**src/rtl/sbtc_pkg.sv**
```systemverilog
// shared constants for the sixteen-bit timer/counter and its bus slave
package sbtc_pkg;
  // register byte addresses, one aligned word each
  localparam int         ADDR_W     = 8;
  localparam logic [7:0] ADDR_CTRL  = 8'h00;
  localparam logic [7:0] ADDR_LOW   = 8'h04;
  localparam logic [7:0] ADDR_HIGH  = 8'h08;
  localparam logic [7:0] ADDR_FLAG  = 8'h0C;
  localparam logic [7:0] ADDR_IEN   = 8'h10;
  localparam logic [7:0] ADDR_STAT  = 8'h14;
  // counter_control_reg field positions, then the overflow flag bit
  localparam int         BIT_RUN    = 0;
  localparam int         BIT_SRC    = 1;
  localparam int         BIT_BYPASS = 2;
  localparam int         BIT_OSC    = 3;
  localparam int         BIT_PS_LO  = 4;
  localparam int         BIT_WIDE   = 7;
  localparam int         BIT_OVF    = 0;
  // values after reset and write masks
  localparam logic [7:0] CTRL_RESET = 8'h00;
  localparam logic [7:0] CTRL_WMASK = 8'hBF;
  localparam logic [7:0] BYTE_RESET = 8'h00;
  // compare_mode_field code for the special event trigger
  localparam logic [3:0] CMP_MODE_SPECIAL = 4'hB;
  // last core cycle of an instruction cycle (core clock / 4)
  localparam logic [1:0] INSTR_LAST = 2'h3;
  // axi responses
  localparam logic [1:0] RESP_OKAY   = 2'h0;
  localparam logic [1:0] RESP_DECERR = 2'h3;
endpackage : sbtc_pkg

```
**src/rtl/sbtc_regbus_if.sv**
```systemverilog
// byte register strobes between the bus slave and the counter core
`timescale 1ns/1ps
interface sbtc_regbus_if;
  import sbtc_pkg::*;
  logic              wr_en;
  logic [ADDR_W-1:0] wr_addr;
  logic [7:0]        wr_data;
  logic              wr_hit;
  logic              rd_en;
  logic [ADDR_W-1:0] rd_addr;
  logic [7:0]        rd_data;
  logic              rd_hit;
  modport bus  (output wr_en, wr_addr, wr_data, rd_en, rd_addr,
                input  wr_hit, rd_hit, rd_data);
  modport core (input  wr_en, wr_addr, wr_data, rd_en, rd_addr,
                output wr_hit, rd_hit, rd_data);
endinterface : sbtc_regbus_if

```
**src/rtl/sbtc_top.sv**
```systemverilog
// sixteen-bit timer/counter core with prescaler, sync and buffered access
//
// The implementer's own choices: the address map and the AXI4-Lite interface to the registers.
`timescale 1ns/1ps

// Summary of operation
// - run bit 0 gates counting, holds count
// - bit 7 picks buffered or byte access
// - bits 5-4 divide input by 1/2/4/8
// - bit 3 enables the crystal oscillator
// - bit 2 bypasses external input sync
// - bit 1 picks external pin or Fosc/4
// - bit 6 reads zero, ignores writes
// - one count per instruction or rising edge
// - oscillator on forces both pins input
// - count wraps FFFF to 0, sets flag
// - flag raises irq only when enabled
// - special trigger clears count, starts conversion
// - trigger clear never sets overflow flag
// - trigger clear sure only in sync modes
// - software write beats coincident trigger clear
// - buffered low read copies live high to buffer
// - buffered low write loads high together
// - buffered mode hides live high byte
// - only low write clears prescaler count
// - oscillator keeps running during sleep
module sbtc_top
  import sbtc_pkg::*;
(
  input  wire logic              I_CORE_CLK,
  input  wire logic              I_RST_N,
  // axi4-lite register port
  input  wire logic [ADDR_W-1:0] I_AWADDR,
  input  wire logic              I_AWVALID,
  output logic                   O_AWREADY,
  input  wire logic [31:0]       I_WDATA,
  input  wire logic [3:0]        I_WSTRB,
  input  wire logic              I_WVALID,
  output logic                   O_WREADY,
  output logic [1:0]             O_BRESP,
  output logic                   O_BVALID,
  input  wire logic              I_BREADY,
  input  wire logic [ADDR_W-1:0] I_ARADDR,
  input  wire logic              I_ARVALID,
  output logic                   O_ARREADY,
  output logic [31:0]            O_RDATA,
  output logic [1:0]             O_RRESP,
  output logic                   O_RVALID,
  input  wire logic              I_RREADY,
  // count inputs from pins
  input  wire logic              I_EXT_COUNT_PIN,
  input  wire logic              I_OSC_CLK,
  // core-side context
  input  wire logic              I_SLEEP,
  input  wire logic [3:0]        I_CMP_MODE,
  input  wire logic              I_CMP_EVENT,
  input  wire logic              I_ADC_ENABLED,
  input  wire logic [1:0]        I_PIN_DIR,
  // outputs
  output logic                   O_OSC_ENABLE,
  output logic [1:0]             O_OSC_PIN_OE,
  output logic                   O_OVF_IRQ,
  output logic                   O_ADC_START,
  output logic [15:0]            O_COUNT
);

  sbtc_regbus_if bus ();

  sbtc_axil_slave sbtc_axil_slave_inst (
    .i_clk     (I_CORE_CLK),
    .i_rst_n   (I_RST_N),
    .i_awaddr  (I_AWADDR),
    .i_awvalid (I_AWVALID),
    .o_awready (O_AWREADY),
    .i_wdata   (I_WDATA),
    .i_wstrb   (I_WSTRB),
    .i_wvalid  (I_WVALID),
    .o_wready  (O_WREADY),
    .o_bresp   (O_BRESP),
    .o_bvalid  (O_BVALID),
    .i_bready  (I_BREADY),
    .i_araddr  (I_ARADDR),
    .i_arvalid (I_ARVALID),
    .o_arready (O_ARREADY),
    .o_rdata   (O_RDATA),
    .o_rresp   (O_RRESP),
    .o_rvalid  (O_RVALID),
    .i_rready  (I_RREADY),
    .bus       (bus.bus)
  );

  // divide limit of the prescaler for a given select code
  function automatic logic [2:0] div_limit(input logic [1:0] sel);
    logic [2:0] lim;
    lim = 3'h0;
    unique case (sel)
      2'h0: lim = 3'h0;
      2'h1: lim = 3'h1;
      2'h2: lim = 3'h3;
      2'h3: lim = 3'h7;
    endcase
    return lim;
  endfunction : div_limit

  // true for every implemented register address
  function automatic logic is_mapped(input logic [ADDR_W-1:0] a);
    return (a == ADDR_CTRL) || (a == ADDR_LOW) || (a == ADDR_HIGH) ||
           (a == ADDR_FLAG) || (a == ADDR_IEN) || (a == ADDR_STAT);
  endfunction : is_mapped

  logic [7:0]  ctrl_q;
  logic [15:0] cnt_q;
  logic [7:0]  hbuf_q;
  logic        flag_q;
  logic        ien_q;
  logic [1:0]  phase_q;
  logic [1:0]  sync1_q;
  logic [1:0]  sync2_q;
  logic        prev_q;
  logic        pend_q;
  logic [2:0]  ps_cnt_q;
  logic        adc_q;

  logic        run;
  logic        src_ext;
  logic        bypass;
  logic        osc_en;
  logic        wide;
  logic [1:0]  ps_sel;
  logic        wr_ctrl;
  logic        wr_low;
  logic        wr_high;
  logic        wr_flag;
  logic        wr_ien;
  logic        rd_low;
  logic        instr_tick;
  logic        ext_lvl;
  logic        ext_rise;
  logic        pend_fire;
  logic        count_in;
  logic        adv;
  logic        trig;
  logic        sw_load;
  logic        ovf_evt;

  // control fields
  assign run     = ctrl_q[BIT_RUN];
  assign src_ext = ctrl_q[BIT_SRC];
  assign bypass  = ctrl_q[BIT_BYPASS];
  assign osc_en  = ctrl_q[BIT_OSC];
  assign wide    = ctrl_q[BIT_WIDE];
  assign ps_sel  = ctrl_q[BIT_PS_LO +: 2];

  // register strobe decode
  assign wr_ctrl = bus.wr_en && (bus.wr_addr == ADDR_CTRL);
  assign wr_low  = bus.wr_en && (bus.wr_addr == ADDR_LOW);
  assign wr_high = bus.wr_en && (bus.wr_addr == ADDR_HIGH);
  assign wr_flag = bus.wr_en && (bus.wr_addr == ADDR_FLAG);
  assign wr_ien  = bus.wr_en && (bus.wr_addr == ADDR_IEN);
  assign rd_low  = bus.rd_en && (bus.rd_addr == ADDR_LOW);
  assign bus.wr_hit = is_mapped(bus.wr_addr);
  assign bus.rd_hit = is_mapped(bus.rd_addr);

  // control register; the unused bit is masked off on write
  always_ff @(posedge I_CORE_CLK or negedge I_RST_N) begin
    if (!I_RST_N) begin
      ctrl_q <= CTRL_RESET;
    end else if (wr_ctrl) begin
      ctrl_q <= bus.wr_data & CTRL_WMASK;
    end
  end

  // instruction-cycle phase; it keeps counting in sleep, where only the tick is gated
  always_ff @(posedge I_CORE_CLK or negedge I_RST_N) begin
    if (!I_RST_N) begin
      phase_q <= 2'h0;
    end else begin
      phase_q <= phase_q + 2'h1;
    end
  end
  assign instr_tick = (phase_q == INSTR_LAST) && !I_SLEEP;

  // both pin inputs pass two flops before anything looks at them
  always_ff @(posedge I_CORE_CLK or negedge I_RST_N) begin
    if (!I_RST_N) begin
      sync1_q <= 2'h0;
      sync2_q <= 2'h0;
    end else begin
      sync1_q <= {I_OSC_CLK, I_EXT_COUNT_PIN};
      sync2_q <= sync1_q;
    end
  end

  // crystal output replaces the pin as count source while enabled
  assign ext_lvl  = osc_en ? sync2_q[1] : sync2_q[0];
  assign ext_rise = ext_lvl & ~prev_q;

  always_ff @(posedge I_CORE_CLK or negedge I_RST_N) begin
    if (!I_RST_N) begin
      prev_q <= 1'b0;
    end else begin
      prev_q <= ext_lvl;
    end
  end

  // synchronised mode aligns each edge to the next instruction boundary;
  // two edges inside one instruction cycle merge into one count
  always_ff @(posedge I_CORE_CLK or negedge I_RST_N) begin
    if (!I_RST_N) begin
      pend_q <= 1'b0;
    end else if (!src_ext || bypass || instr_tick) begin
      pend_q <= 1'b0;
    end else if (ext_rise) begin
      pend_q <= 1'b1;
    end
  end
  assign pend_fire = (pend_q | ext_rise) & instr_tick;

  // selected count input; bypass is ignored with the internal source
  assign count_in = src_ext ? (bypass ? ext_rise : pend_fire)
                            : instr_tick;

  // prescaler counts only while running; held, not cleared, when stopped
  always_ff @(posedge I_CORE_CLK or negedge I_RST_N) begin
    if (!I_RST_N) begin
      ps_cnt_q <= 3'h0;
    end else if (wr_low) begin
      ps_cnt_q <= 3'h0;
    end else if (run && count_in) begin
      if (ps_cnt_q >= div_limit(ps_sel)) begin
        ps_cnt_q <= 3'h0;
      end else begin
        ps_cnt_q <= ps_cnt_q + 3'h1;
      end
    end
  end
  assign adv = run && count_in && (ps_cnt_q >= div_limit(ps_sel));

  // special event trigger from the compare unit
  assign trig = I_CMP_EVENT && (I_CMP_MODE == CMP_MODE_SPECIAL);

  // any software store to the counter itself
  assign sw_load = wr_low || (wr_high && !wide);

  // counter: writes first, then trigger clear, then counting.
  // the clear also acts unsynchronised; there it is merely not promised
  always_ff @(posedge I_CORE_CLK or negedge I_RST_N) begin
    if (!I_RST_N) begin
      cnt_q <= 16'h0000;
    end else if (wr_low) begin
      cnt_q[7:0] <= bus.wr_data;
      if (wide) begin
        cnt_q[15:8] <= hbuf_q;
      end
    end else if (wr_high && !wide) begin
      cnt_q[15:8] <= bus.wr_data;
    end else if (trig) begin
      cnt_q <= 16'h0000;
    end else if (adv) begin
      cnt_q <= cnt_q + 16'h0001;
    end
  end

  // wrap only by counting; loads and trigger clears never count as one
  assign ovf_evt = adv && !sw_load && !trig && (cnt_q == 16'hFFFF);

  // overflow flag: hardware set wins over a software clear
  always_ff @(posedge I_CORE_CLK or negedge I_RST_N) begin
    if (!I_RST_N) begin
      flag_q <= 1'b0;
    end else if (ovf_evt) begin
      flag_q <= 1'b1;
    end else if (wr_flag) begin
      flag_q <= bus.wr_data[BIT_OVF];
    end
  end

  always_ff @(posedge I_CORE_CLK or negedge I_RST_N) begin
    if (!I_RST_N) begin
      ien_q <= 1'b0;
    end else if (wr_ien) begin
      ien_q <= bus.wr_data[BIT_OVF];
    end
  end

  // high-byte buffer; a buffer write in the same cycle as a low read wins
  always_ff @(posedge I_CORE_CLK or negedge I_RST_N) begin
    if (!I_RST_N) begin
      hbuf_q <= BYTE_RESET;
    end else if (wr_high && wide) begin
      hbuf_q <= bus.wr_data;
    end else if (rd_low && wide) begin
      hbuf_q <= cnt_q[15:8];
    end
  end

  // read mux; status shows pin level, prescaler and pending edge
  always_comb begin
    bus.rd_data = BYTE_RESET;
    unique case (bus.rd_addr)
      ADDR_CTRL: bus.rd_data = ctrl_q;
      ADDR_LOW:  bus.rd_data = cnt_q[7:0];
      ADDR_HIGH: bus.rd_data = wide ? hbuf_q : cnt_q[15:8];
      ADDR_FLAG: bus.rd_data = {7'h00, flag_q};
      ADDR_IEN:  bus.rd_data = {7'h00, ien_q};
      ADDR_STAT: bus.rd_data = {3'h0, pend_q, ps_cnt_q, ext_lvl};
      default:   bus.rd_data = BYTE_RESET;
    endcase
  end

  // conversion start pulse, registered to keep the output glitch free
  always_ff @(posedge I_CORE_CLK or negedge I_RST_N) begin
    if (!I_RST_N) begin
      adc_q <= 1'b0;
    end else begin
      adc_q <= trig && I_ADC_ENABLED;
    end
  end

  // oscillator enable ignores sleep so unsynchronised external counting carries on
  assign O_OSC_ENABLE = osc_en;
  // direction bit high means input; the oscillator overrides both pins
  assign O_OSC_PIN_OE = ~I_PIN_DIR & {2{~osc_en}};
  assign O_OVF_IRQ    = flag_q & ien_q;
  assign O_ADC_START  = adc_q;
  assign O_COUNT      = cnt_q;

endmodule : sbtc_top

```
**src/rtl/sbtc_axil_slave.sv**
```systemverilog
// axi4-lite slave turning bus transfers into one-cycle register strobes
`timescale 1ns/1ps
module sbtc_axil_slave
  import sbtc_pkg::*;
(
  input  wire logic              i_clk,
  input  wire logic              i_rst_n,
  input  wire logic [ADDR_W-1:0] i_awaddr,
  input  wire logic              i_awvalid,
  output logic                   o_awready,
  input  wire logic [31:0]       i_wdata,
  input  wire logic [3:0]        i_wstrb,
  input  wire logic              i_wvalid,
  output logic                   o_wready,
  output logic [1:0]             o_bresp,
  output logic                   o_bvalid,
  input  wire logic              i_bready,
  input  wire logic [ADDR_W-1:0] i_araddr,
  input  wire logic              i_arvalid,
  output logic                   o_arready,
  output logic [31:0]            o_rdata,
  output logic [1:0]             o_rresp,
  output logic                   o_rvalid,
  input  wire logic              i_rready,
  sbtc_regbus_if.bus             bus
);
  logic [ADDR_W-1:0] aw_q;
  logic              aw_full_q;
  logic [7:0]        w_q;
  logic              w_lane_q;
  logic              w_full_q;
  logic              fire;

  // address and data may arrive in either order; each waits in its holder
  assign o_awready = ~aw_full_q;
  assign o_wready  = ~w_full_q;
  assign fire      = aw_full_q & w_full_q & ~o_bvalid;
  assign o_arready = ~o_rvalid;

  // only byte lane 0 carries register data; a write without it is a no-op
  assign bus.wr_en   = fire & w_lane_q;
  assign bus.wr_addr = aw_q;
  assign bus.wr_data = w_q;
  assign bus.rd_en   = i_arvalid & o_arready;
  assign bus.rd_addr = i_araddr;

  always_ff @(posedge i_clk or negedge i_rst_n) begin
    if (!i_rst_n) begin
      aw_q      <= '0;
      aw_full_q <= 1'b0;
    end else if (i_awvalid && o_awready) begin
      aw_q      <= i_awaddr;
      aw_full_q <= 1'b1;
    end else if (fire) begin
      aw_full_q <= 1'b0;
    end
  end

  always_ff @(posedge i_clk or negedge i_rst_n) begin
    if (!i_rst_n) begin
      w_q      <= BYTE_RESET;
      w_lane_q <= 1'b0;
      w_full_q <= 1'b0;
    end else if (i_wvalid && o_wready) begin
      w_q      <= i_wdata[7:0];
      w_lane_q <= i_wstrb[0];
      w_full_q <= 1'b1;
    end else if (fire) begin
      w_full_q <= 1'b0;
    end
  end

  // write response
  always_ff @(posedge i_clk or negedge i_rst_n) begin
    if (!i_rst_n) begin
      o_bvalid <= 1'b0;
      o_bresp  <= RESP_OKAY;
    end else if (fire) begin
      o_bvalid <= 1'b1;
      o_bresp  <= bus.wr_hit ? RESP_OKAY : RESP_DECERR;
    end else if (i_bready) begin
      o_bvalid <= 1'b0;
    end
  end

  // read data captured in the very cycle the core sees the read strobe
  always_ff @(posedge i_clk or negedge i_rst_n) begin
    if (!i_rst_n) begin
      o_rvalid <= 1'b0;
      o_rdata  <= '0;
      o_rresp  <= RESP_OKAY;
    end else if (bus.rd_en) begin
      o_rvalid <= 1'b1;
      o_rdata  <= {24'h000000, bus.rd_data};
      o_rresp  <= bus.rd_hit ? RESP_OKAY : RESP_DECERR;
    end else if (i_rready) begin
      o_rvalid <= 1'b0;
    end
  end
endmodule : sbtc_axil_slave

```
**config.mk**
```make
export PLATFORM = sky130hd
export DESIGN_NAME = sbtc_top
export DESIGN_NICKNAME = d
export VERILOG_FILES = /design/src/rtl/sbtc_pkg.sv /design/src/rtl/sbtc_regbus_if.sv /design/src/rtl/sbtc_top.sv /design/src/rtl/sbtc_axil_slave.sv
export SDC_FILE = /design/constraint.sdc
export NUM_CORES = 1
export LEC_CHECK = 0
export ABC_AREA = 1
export BUFFER_PORTS_ARGS = -buffer_cell sky130_fd_sc_hd__buf_4
export CORE_ASPECT_RATIO = 0.8
export CORE_MARGIN = 3
export CORE_UTILIZATION = 45
export DETAILED_ROUTE_END_ITERATION = 8
export PLACE_DENSITY = 0.79
export SLEW_MARGIN = 20
export SYNTH_ARGS = -nofsm -noshare
export SYNTH_HDL_FRONTEND = slang
export SYNTH_SLANG_ARGS = --single-unit
```
**constraint.sdc**
```tcl
create_clock -name I_CORE_CLK -period 3 [get_ports I_CORE_CLK]
set_input_delay 0.15 -clock I_CORE_CLK [delete_from_list [all_inputs] [get_ports I_CORE_CLK]]
set_output_delay 0.15 -clock I_CORE_CLK [all_outputs]
set_load 0.01 [all_outputs]
```
==> results.yml, run 1 <==
status:
  status: "finished with violations"
  failed_checks: "hold timing"
cts:
  cts.sinks: 76
  cts_root_buf: "clkbuf_16"
  numCtsBuffers: 9
  clk_latency_ns: 0.34
  clockBufferDepth: 2
  cts_resized: 0
  htree_num_levels: 3
  cts_tree: "built"
  path_clk_slew_ns: 0.06
finish:
  antenna_cells: 0
  area_growth_pct: 20.0
  final_cell_count_no_fill: 800
  nets: 740
  layout-drive-gt1-share: 0.198
yosys:
  synth_edf_count: 0
  synth_flop_cell: "dfrtp_1"
  syn_area_mm2: 0.00444
  synthArstFlopShare: 1.00
  synthCells: 583
  ys_types: 45
  synth-seq-cells: 76
  ys_seq_area_frac: 0.428
  yosysWarnings: 0
  syn_avg_cell_area_um2: 7.62
sta:
  fmax_mhz: 469
  worst_pin_slew_ns: 0.974
  relSlewSlack: 0.351
  setup_tns_ns: 0
  period_share: 0.710
  whs_ns: -0.0417
  finalMaxSlewViolations: 0
  finalCriticalPeriod_ns: 2.13
  hold_viol_final: 42
  setup-violations-final: 0
  skew_ns: 0.00598
  rsz0062_at_grt: "false"
place:
  placed_cells: 782
  gp_routability_congestion: 0.954
  place_hpwl_mm: 9.27
  numPortBuffers: 80
global_routing:
  antenna_found_initial: 0
  met1_usage: 0.325
  grt_pass1_wl_mm: 20.0
  gr-total-overflow: 0
  grt_max_degree: 77
  grtUsageMet2: 0.366
  top_usage_layer: "met2"
  track_usage: 0.233
  first_global_vias: 4061
  grt.met3_usage: 0.0564
worst_setup_path:
  end_kind: "flip-flop"
  cp-start-kind: "flip-flop"
  worstPathRequired_ns: 3.19
  worstSetupStartpoint: "ctrl_q[7]"
  r2r_setup_slack_ns: 0.87
  r2r_cells: 5
  cp_max_fo: 22
  reg2reg_from: "ctrl_q[7]"
  r2r_end: "hbuf_q[3]"
  crit_type: "flip-flop to flip-flop"
  arrival_ns: 2.32
  setup.worst_path.end: "hbuf_q[3]"
detailed_routing:
  viasPerCell: 5.14
  drc: 0
  drt_wl_total_mm: 12.2
  drt_iter0_drc: 340
  dr.pass1.iters: 5
  antenna_left: 0
  dr_total_vias: 4113
  wl_per_cell_um: 15.2
die:
  dieArea_mm2: 0.0111
  die-width_um: 117
  pin_count: 132
  die_h_um: 94.9
  rows: 31
  coreArea_mm2: 0.00935
  start_util: 0.475
pwr:
  vdd_drop_max_mv: 0.541
  power_density_mw_per_mm2: 744
  p_leak_nw: 2.64
run:
  drv_cap: 0
worst_hold_path:
  min_path_type: "input port to asynchronous set/reset pin"
area by class of cell:
class	count	area, um2
fillers	871	4020
multi-input cells	428	2130
flip-flops and latches	76	1900
repair buffers	83	631
inverters	66	248
clock buffers	9	225
well taps	132	165
clock inverters	6	32.5
state kept, by name, summed over array words and instances (netlist names), 2 cells and up:
register and count:
O_COUNT 16, ctrl_q 7, hbuf_q 8, phase_q 2
ps_cnt_q 3, sbtc_axil_slave_inst.bus.wr_addr 8, sbtc_axil_slave_inst.bus.wr_data 8, sbtc_axil_slave_inst.o_rdata 8
sync1_q 2, sync2_q 2
power by group:
part / total, W / internal (W) / switching, W
Clock: 0.000959 / 0.000547 / 0.000413
Sequential: 0.00161 / 0.00129 / 0.000314
Combinational: 0.00140 / 0.000549 / 0.000856
Total: 0.00397 / 0.00239 / 0.00158
worst min path at each step:
stage / from / end / slack (ns) / cells after the start
finish: I_RST_N / phase_q[1] / -0.04 / 1
global route: I_AWADDR[0] / sbtc_axil_slave_inst.bus.wr_addr[0] / 0.03 / 2
CTS: I_RST_N / phase_q[1] / 0.01 / 1
detailed placement: I_OSC_CLK / sync1_q[1] / 0.26 / 1
global placement: I_EXT_COUNT_PIN / sync1_q[0] / 0.26 / 1
floorplan: I_RST_N / O_ADC_START / -0.15 / 0
cells in the final DEF, fill, tap and decap left out, drive strengths merged, types with 2 or more instances in the layout:
master / synthesis / routed
nand3: 33 / 33
xor2: 6 / 6
buf: 31 / 80
o22ai: 7 / 7
conb: 1 / 24
nor3: 11 / 11
clkinv: 1 / 6
a21oi: 24 / 24
clkbuf: 5 / 9
o211ai: 2 / 2
nand4: 8 / 8
o221ai: 2 / 2
inv: 65 / 65
dlygate4sd3: 0 / 3
a21boi: 2 / 2
nand3b: 2 / 2
ha: 6 / 6
o21ai: 61 / 61
mux2: 6 / 6
nor2: 56 / 56
dfrtp: 76 / 76
nand2: 171 / 171
metal layers:
layer | up-vias | share of wire
met2 | 177 | 0.45
met4 | 0 | 0.011
li1 | 1999 | -
met3 | 14 | 0.084
met5 | - | 0
met1 | 1923 | 0.45
critical path: stages, from the launching register on:
cell and delay [ns]:
dfrtp_1 0.85, nand3_1 0.61, nand2_1 0.23, inv_2 0.11, nand2_1 0.08, o221ai_1 0.10
cell usage after synthesis, types with 6 or more instances:
| cell type | number | area (um2) |
|---|---|---|
| o21ai_1 | 11 | 55.1 |
| a21oi_1 | 22 | 110 |
| mux2_2 | 6 | 67.6 |
| buf_4 | 26 | 195 |
| o22ai_1 | 7 | 43.8 |
| nand2_1 | 166 | 623 |
| nand3_1 | 29 | 145 |
| inv_1 | 60 | 225 |
| o21ai_0 | 48 | 240 |
| nand4_1 | 7 | 43.8 |
| nor2_1 | 50 | 188 |
| ha_1 | 6 | 75.1 |
| nor3_1 | 8 | 40.0 |
| xor2_1 | 6 | 52.6 |
| dfrtp_1 | 76 | 1900 |
through the flow:
step	hold WS, ns	power, W	setup slack [ns]	utilization	area (um2)
final	-0.0417	0.00397	0.869	0.570	5330
after global routing	0.0307	0.00425	0.665	0.570	5330
after CTS	0.00991	0.00397	0.920	0.570	5330
after detailed placement	0.261	0.00300	0.950	0.540	5040
after global placement	0.261	0.00295	0.977	0.540	5040
after floorplan	-0.146	0.00241	1.21	-	4530
logic make-up after synthesis:
kind of cell / after synthesis / share of synthesized area
mux: 6 / 0.0152
fa+ha+maj: 6 / 0.0169
simple gates: 283 / 0.280
flops: 76 / 0.428
xor+xnor: 7 / 0.0138
other cells: 1 / 0.000844
buf+inv: 102 / 0.112
compound gates: 102 / 0.133
what timing repair did:
item | 4_1_cts | 5_1_grt
hold buffers | 3 | 0
endpoints found under the hold margin | 3 | 0
buffers inserted | 0 | 0
endpoints found under the setup margin | 0 | 0
No activity file was read; power rests on OpenSTA's default activity.
==> run 2: changes to the inputs <==
PLACE_DENSITY = 0.82   (was 0.79)
clock period = 1.9 ns   (was 3 ns; I/O delays follow)
==> run 2 against run 1 <==
Effect of this change: die area stayed put; the run now ends clean; cell count up 3.5%; core utilization grew 4.0 points; maximum frequency up 18%; total power up 69%; register-to-register slack got worse by 0.78 ns; critical path depth rose by 4; global-route usage rose by 0.20 points; clock power is 94% higher; sequential share of layout area decreased by 2.3 points; combinational power rose by 69%; clock skew down 0.00061 ns; critical endpoint is now O_COUNT[2].
==> results.yml, run 2 (synthesis gave the netlist of run 1 again) <==
die:
  dieArea_mm2: 0.0111
  start_util: 0.475
  die-width_um: 117
  pin_count: 132
  die_h_um: 94.9
  coreArea_mm2: 0.00935
  rows: 31
run:
  drv_cap: 0
pwr:
  seq_power_share: 0.372
  p_leak_nw: 2.82
  p_int_w: 0.00421
  switchingPower_w: 0.00251
  vdd_drop_max_mv: 0.799
  swShare: 0.374
  pwr-share-comb: 0.351
  clkPwrFrac: 0.277
  total_power_w: 0.00672
  power_density_mw_per_mm2: 1180
sta:
  finalCriticalPeriod_ns: 1.81
  worst_pin_slew_ns: 0.585
  period_share: 0.954
  setup-violations-final: 0
  skew_ns: 0.00537
  setup_tns_ns: 0
  relSlewSlack: 0.610
  rsz0062_at_grt: "false"
  hold_viol_final: 0
  fmax_mhz: 552
  finalMaxSlewViolations: 0
detailed_routing:
  wl_per_cell_um: 14.9
  antenna_left: 0
  dr.pass1.iters: 5
  drt_wl_total_mm: 12.4
  dr_total_vias: 4239
  viasPerCell: 5.12
  drt_iter0_drc: 358
  drc: 0
worst_hold_path:
  whs_endpoint: "sbtc_axil_slave_inst.bus.wr_data[4]"
  hold_depth: 3
  min_path_type: "input port to flip-flop"
  hold_start: "I_WDATA[4]"
worst_setup_path:
  cp_max_fo: 8
  cp-start-kind: "flip-flop"
  crit_buf_inv: 1
  r2r_cells: 9
  slowest_stage: "dfrtp_1"
  path_cells: "or2_4 -> ha_4 -> nand3_1 -> nand3_2 -> nand3_4 -> a21oi_4 -> clkbuf_16 -> nand2_1 -> o21ai_1"
  reg2reg_from: "ctrl_q[4]"
  arrival_ns: 2.08
  critPathMaxStageDelay_ns: 0.38
  worstPathRequired_ns: 2.17
  r2r_end: "O_COUNT[2]"
  crit_family: "simple AND/OR/NAND/NOR gates"
  r2r_setup_slack_ns: 0.09
  end_kind: "flip-flop"
  crit_type: "flip-flop to flip-flop"
global_routing:
  first_global_vias: 4055
  track_usage: 0.235
  met1_usage: 0.339
  gr-total-overflow: 0
  grt.met3_usage: 0.0480
  top_usage_layer: "met2"
  grtUsageMet2: 0.354
  grt_pass1_wl_mm: 20.1
  grt_max_degree: 47
  antenna_found_initial: 0
finish:
  postLayoutCoreUtil: 0.611
  final_common_cell: "nand2_1"
  layout-drive-gt1-share: 0.226
  area_growth_pct: 28.4
  largest_reg_flops: 16
  layout_common_cells: "nand2_1, buf_4, dfrtp_1"
  nets: 768
  antenna_cells: 0
place:
  numPortBuffers: 80
  gp_routability_congestion: 0.955
  place_hpwl_mm: 9.40
status:
  status: "finished clean"
cts:
  htree_num_levels: 3
  cts_tree: "built"
  clk_latency_ns: 0.34
  path_clk_slew_ns: 0.06
  cts.sinks: 76
  clockBufferDepth: 2
  cts_root_buf: "clkbuf_16"
  numCtsBuffers: 9
-- run 2: cell count changes in the layout (fill, tap and decap cells not counted), sizes merged --
| cell | previous run | this run |
|---|---|---|
| buf | 80 | 99 |
| bufinv | 0 | 2 |
| clkbuf | 9 | 12 |
| clkinv | 6 | 2 |
| dlygate4sd3 | 3 | 11 |
-- run 2: how the worst max path moves through the flow --
stage	from	end	slack, ns	depth (start not counted)
5_1_grt	O_COUNT[0]	O_COUNT[14]	0.009	12
2_1_floorplan	ctrl_q[4]	O_COUNT[7]	0.11	8
3_3_place_gp	ctrl_q[4]	O_COUNT[8]	0.04	9
4_1_cts	ctrl_q[4]	flag_q	0.05	9
6_report	ctrl_q[4]	O_COUNT[2]	0.09	9
3_5_place_dp	ctrl_q[4]	O_COUNT[14]	-0.01	9
-- run 2: routing by layer --
metal,share of wire,up-vias
li1,-,2056
met1,0.46,1969
met2,0.44,187
met3,0.080,27
met4,0.020,0
met5,0,-
-- run 2: final cells by class --
class / count / area (um2)
tap: 132 / 165
multi-input combinational: 428 / 2160
fill: 840 / 3640
inverter: 66 / 248
clock inverter: 4 / 72.6
clock buffer: 11 / 253
timing repair buffer: 111 / 903
sequential: 76 / 1900
-- run 2: power groups by stage --
stage | Combinational (W) | Sequential, W | Clock [W]
floorplan | 0.00131 | 0.00250 | 0
global placement | 0.00225 | 0.00250 | 0
detailed placement | 0.00229 | 0.00252 | 0
CTS | 0.00233 | 0.00249 | 0.00189
global route | 0.00264 | 0.00256 | 0.00196
finish | 0.00236 | 0.00250 | 0.00186
-- run 2: repair_timing --
action / 4_1_cts / 5_1_grt
hold endpoints to repair: 40 / 0
cloned: 0 / 1
hold buffers: 11 / 0
pin swaps: 0 / 2
endpoints found under the setup margin: 5 / 14
setup buffers: 0 / 0
gates resized for setup: 1 / 6
-- run 2: per-stage QoR --
stage	setup WS [ns]	hold slack [ns]	instance area, um2	instances
CTS	0.0534	0.00270	5660	827
floorplan	0.109	-0.201	4530	606
finish	0.0868	0.00325	5710	828
global route	0.00864	0.00187	5710	828
global placement	0.0361	0.0671	5210	801
detailed placement	-0.0146	0.0730	5210	801
-- run 2: worst register-to-register path: cells and delay by family (launching register included) --
family                     cells  cell delay [ns]
adders and majority gates      1             0.26
DFF                            1             0.38
buffers and inverters          1             0.20
and+or+nand+nor                5             0.60
AOI/OAI and AO/OA              2             0.30
==> run 3: changes to the inputs <==
--- a/config.mk
+++ b/config.mk
@@ -7,10 +7,10 @@
 export LEC_CHECK = 0
 export ABC_AREA = 1
-export BUFFER_PORTS_ARGS = -buffer_cell sky130_fd_sc_hd__buf_4
 export CORE_ASPECT_RATIO = 0.8
 export CORE_MARGIN = 3
 export CORE_UTILIZATION = 45
 export DETAILED_ROUTE_END_ITERATION = 8
-export PLACE_DENSITY = 0.82
+export DONT_BUFFER_PORTS = 1
+export PLACE_DENSITY = 0.7
 export SLEW_MARGIN = 20
 export SYNTH_ARGS = -nofsm -noshare
==> constraint.sdc (replaced) <==
create_clock -name I_CORE_CLK -period 1.9 [get_ports I_CORE_CLK]
set_input_delay 0.19 -clock I_CORE_CLK [delete_from_list [all_inputs] [get_ports I_CORE_CLK]]
set_output_delay 0.19 -clock I_CORE_CLK [all_outputs]
set_load 0.01 [all_outputs]
==> run 3 against run 2 <==
Effect of this change: the run now ends with hold timing left; flip-flop and latch count did not move; count of clock-buffer cells in the layout fell by 1; cell count fell by 8.7%; largest cell class unchanged; hold slack got worse by 0.46 ns; clock power fell by 7%; wire length fell by 1.6%; via count fell by 5.1%; critical endpoint is now flag_q; maximum frequency rose by 0.99%; core utilization fell by 6.2 points.
==> results.yml, run 3 (synthesis gave the netlist of run 1 again) <==
worst_setup_path:
  critPathMaxStageDelay_ns: 0.38
  crit_path_frequent_cell: "nand3_2"
  end_kind: "flip-flop"
  cp_max_fo: 5
  path_cells: "or2_2 -> ha_1 -> nand3_1 -> nand3_2 -> nand3_4 -> buf_4 -> nor3_4 -> nand3_2 -> nand2_1"
  arrival_ns: 2.07
  crit_family: "simple AND/OR/NAND/NOR gates"
  cp-start-kind: "flip-flop"
  slowest_stage: "dfrtp_1"
  crit_type: "flip-flop to flip-flop"
  worstPathRequired_ns: 2.18
  crit_buf_inv: 1
detailed_routing:
  drc: 0
  drt_wl_total_mm: 12.2
  antenna_left: 0
  dr_total_vias: 4021
  dr.pass1.iters: 5
  viasPerCell: 5.32
  wl_per_cell_um: 16.1
  drt_iter0_drc: 324
cts:
  cts.sinks: 76
  clockBufferDepth: 2
  clk_latency_ns: 0.34
  cts_root_buf: "clkbuf_16"
  numCtsBuffers: 9
  htree_num_levels: 3
  cts_tree: "built"
  cts_hold_repair.buffers: 12
  path_clk_slew_ns: 0.06
pwr:
  total_power_w: 0.00624
  vdd_drop_max_mv: 0.798
  power_density_mw_per_mm2: 1220
  p_leak_nw: 2.46
  p_int_w: 0.00375
  switchingPower_w: 0.00249
  pwr-share-comb: 0.312
  swShare: 0.399
  seq_power_share: 0.411
  clkPwrFrac: 0.277
die:
  die-width_um: 117
  start_util: 0.475
  coreArea_mm2: 0.00935
  die_h_um: 94.9
  pin_count: 132
  dieArea_mm2: 0.0111
  rows: 31
status:
  failed_checks: "hold timing"
  status: "finished with violations"
global_routing:
  gr-total-overflow: 0
  first_global_vias: 3852
  grt_pass1_wl_mm: 19.2
  grt_max_degree: 77
  antenna_found_initial: 0
  track_usage: 0.227
finish:
  nets: 695
  antenna_cells: 0
  multiInputGateArea_mm2: 0.00219
  largest_reg_flops: 16
  design_area_mm2: 0.00513
  layout-drive-gt1-share: 0.135
  layout_common_cells: "nand2_1, dfrtp_1, inv_1"
  final_common_cell: "nand2_1"
  ff_latch_area_mm2: 0.00190
  nFillCells: 854
  area_growth_pct: 15.5
worst_hold_path:
  min_path_type: "input port to asynchronous set/reset pin"
sta:
  hold_viol_final: 76
  finalMaxSlewViolations: 0
  skew_ns: 0.00709
  rsz0062_at_grt: "false"
  relSlewSlack: 0.628
  fmax_mhz: 557
  setup-violations-final: 0
  period_share: 0.945
  finalCriticalPeriod_ns: 1.80
  fin_ws_ns: 0.104
  whs_ns: -0.457
  worst_pin_slew_ns: 0.552
run:
  drv_cap: 0
place:
  post-place-ws_ns: -0.0244
  numPortBuffers: 0
  gp_routability_congestion: 0.973
  place_hpwl_mm: 9.17
  placed_area_mm2: 0.00462
==> run 3: cell count changes in the layout (fill, tap and decap cells not counted), sizes merged <==
cell / delta
nand3: +1
clkinv: +2
buf: -74
bufinv: -1
clkinvlp: +1
clkbuf: -2
dlygate4sd3: +1
==> run 3: through the flow <==
step	util	std cells	hold slack [ns]	setup TNS, ns
after floorplan	-	606	-0.106	0
after global placement	0.494	724	-0.103	0
after detailed placement	0.494	724	-0.102	-0.0730
after CTS	0.540	752	-0.470	0
after global routing	0.549	756	-0.475	0
final	0.549	756	-0.457	0
==> run 3: path summary, 6_finish.rpt <==
kind,from,endpoint,slack [ns],cells after the start
setup reg to reg,ctrl_q[4],flag_q,0.10,9
setup / recovery,ctrl_q[4],flag_q,0.10,9
hold reg to reg,sync1_q[1],sync2_q[1],0.35,0
hold / removal,I_RST_N,O_COUNT[3],-0.46,0
min in group I_CORE_CLK,I_AWADDR[3],sbtc_axil_slave_inst.bus.wr_addr[3],0.01,2
max in group asynchronous,I_RST_N,hbuf_q[0],2.25,0
==> run 3: cell type report <==
type	count	share of cell area
multi-input cells	429	0.427
flip-flops and latches	76	0.371
repair buffers	37	0.0624
inverters	66	0.0483
clock buffers	10	0.0466
well taps	132	0.0322
clock inverters	6	0.0124
==> run 3: power by group through the flow <==
stage	Sequential, W	Clock, W	Combinational [W]
CTS	0.00256	0.00177	0.00189
floorplan	0.00250	0	0.00131
global placement	0.00258	0	0.00182
global route	0.00263	0.00184	0.00216
finish	0.00256	0.00173	0.00195
detailed placement	0.00259	0	0.00186
==> run 3: routing by layer <==
| layer | global-route usage | wire (um) |
|---|---|---|
| met1 | 0.310 | 5370 |
| met2 | 0.345 | 5310 |
| met3 | 0.0756 | 1280 |
| met4 | 0.0649 | 228 |
| met5 | 0 | 0 |
==> run 3: repair_timing <==
item,4_1_cts,5_1_grt
setup buffers,0,3
pin swaps,0,4
setup endpoints to repair,6,15
hold endpoints to repair,88,76
cloned,0,1
gates resized for setup,1,9
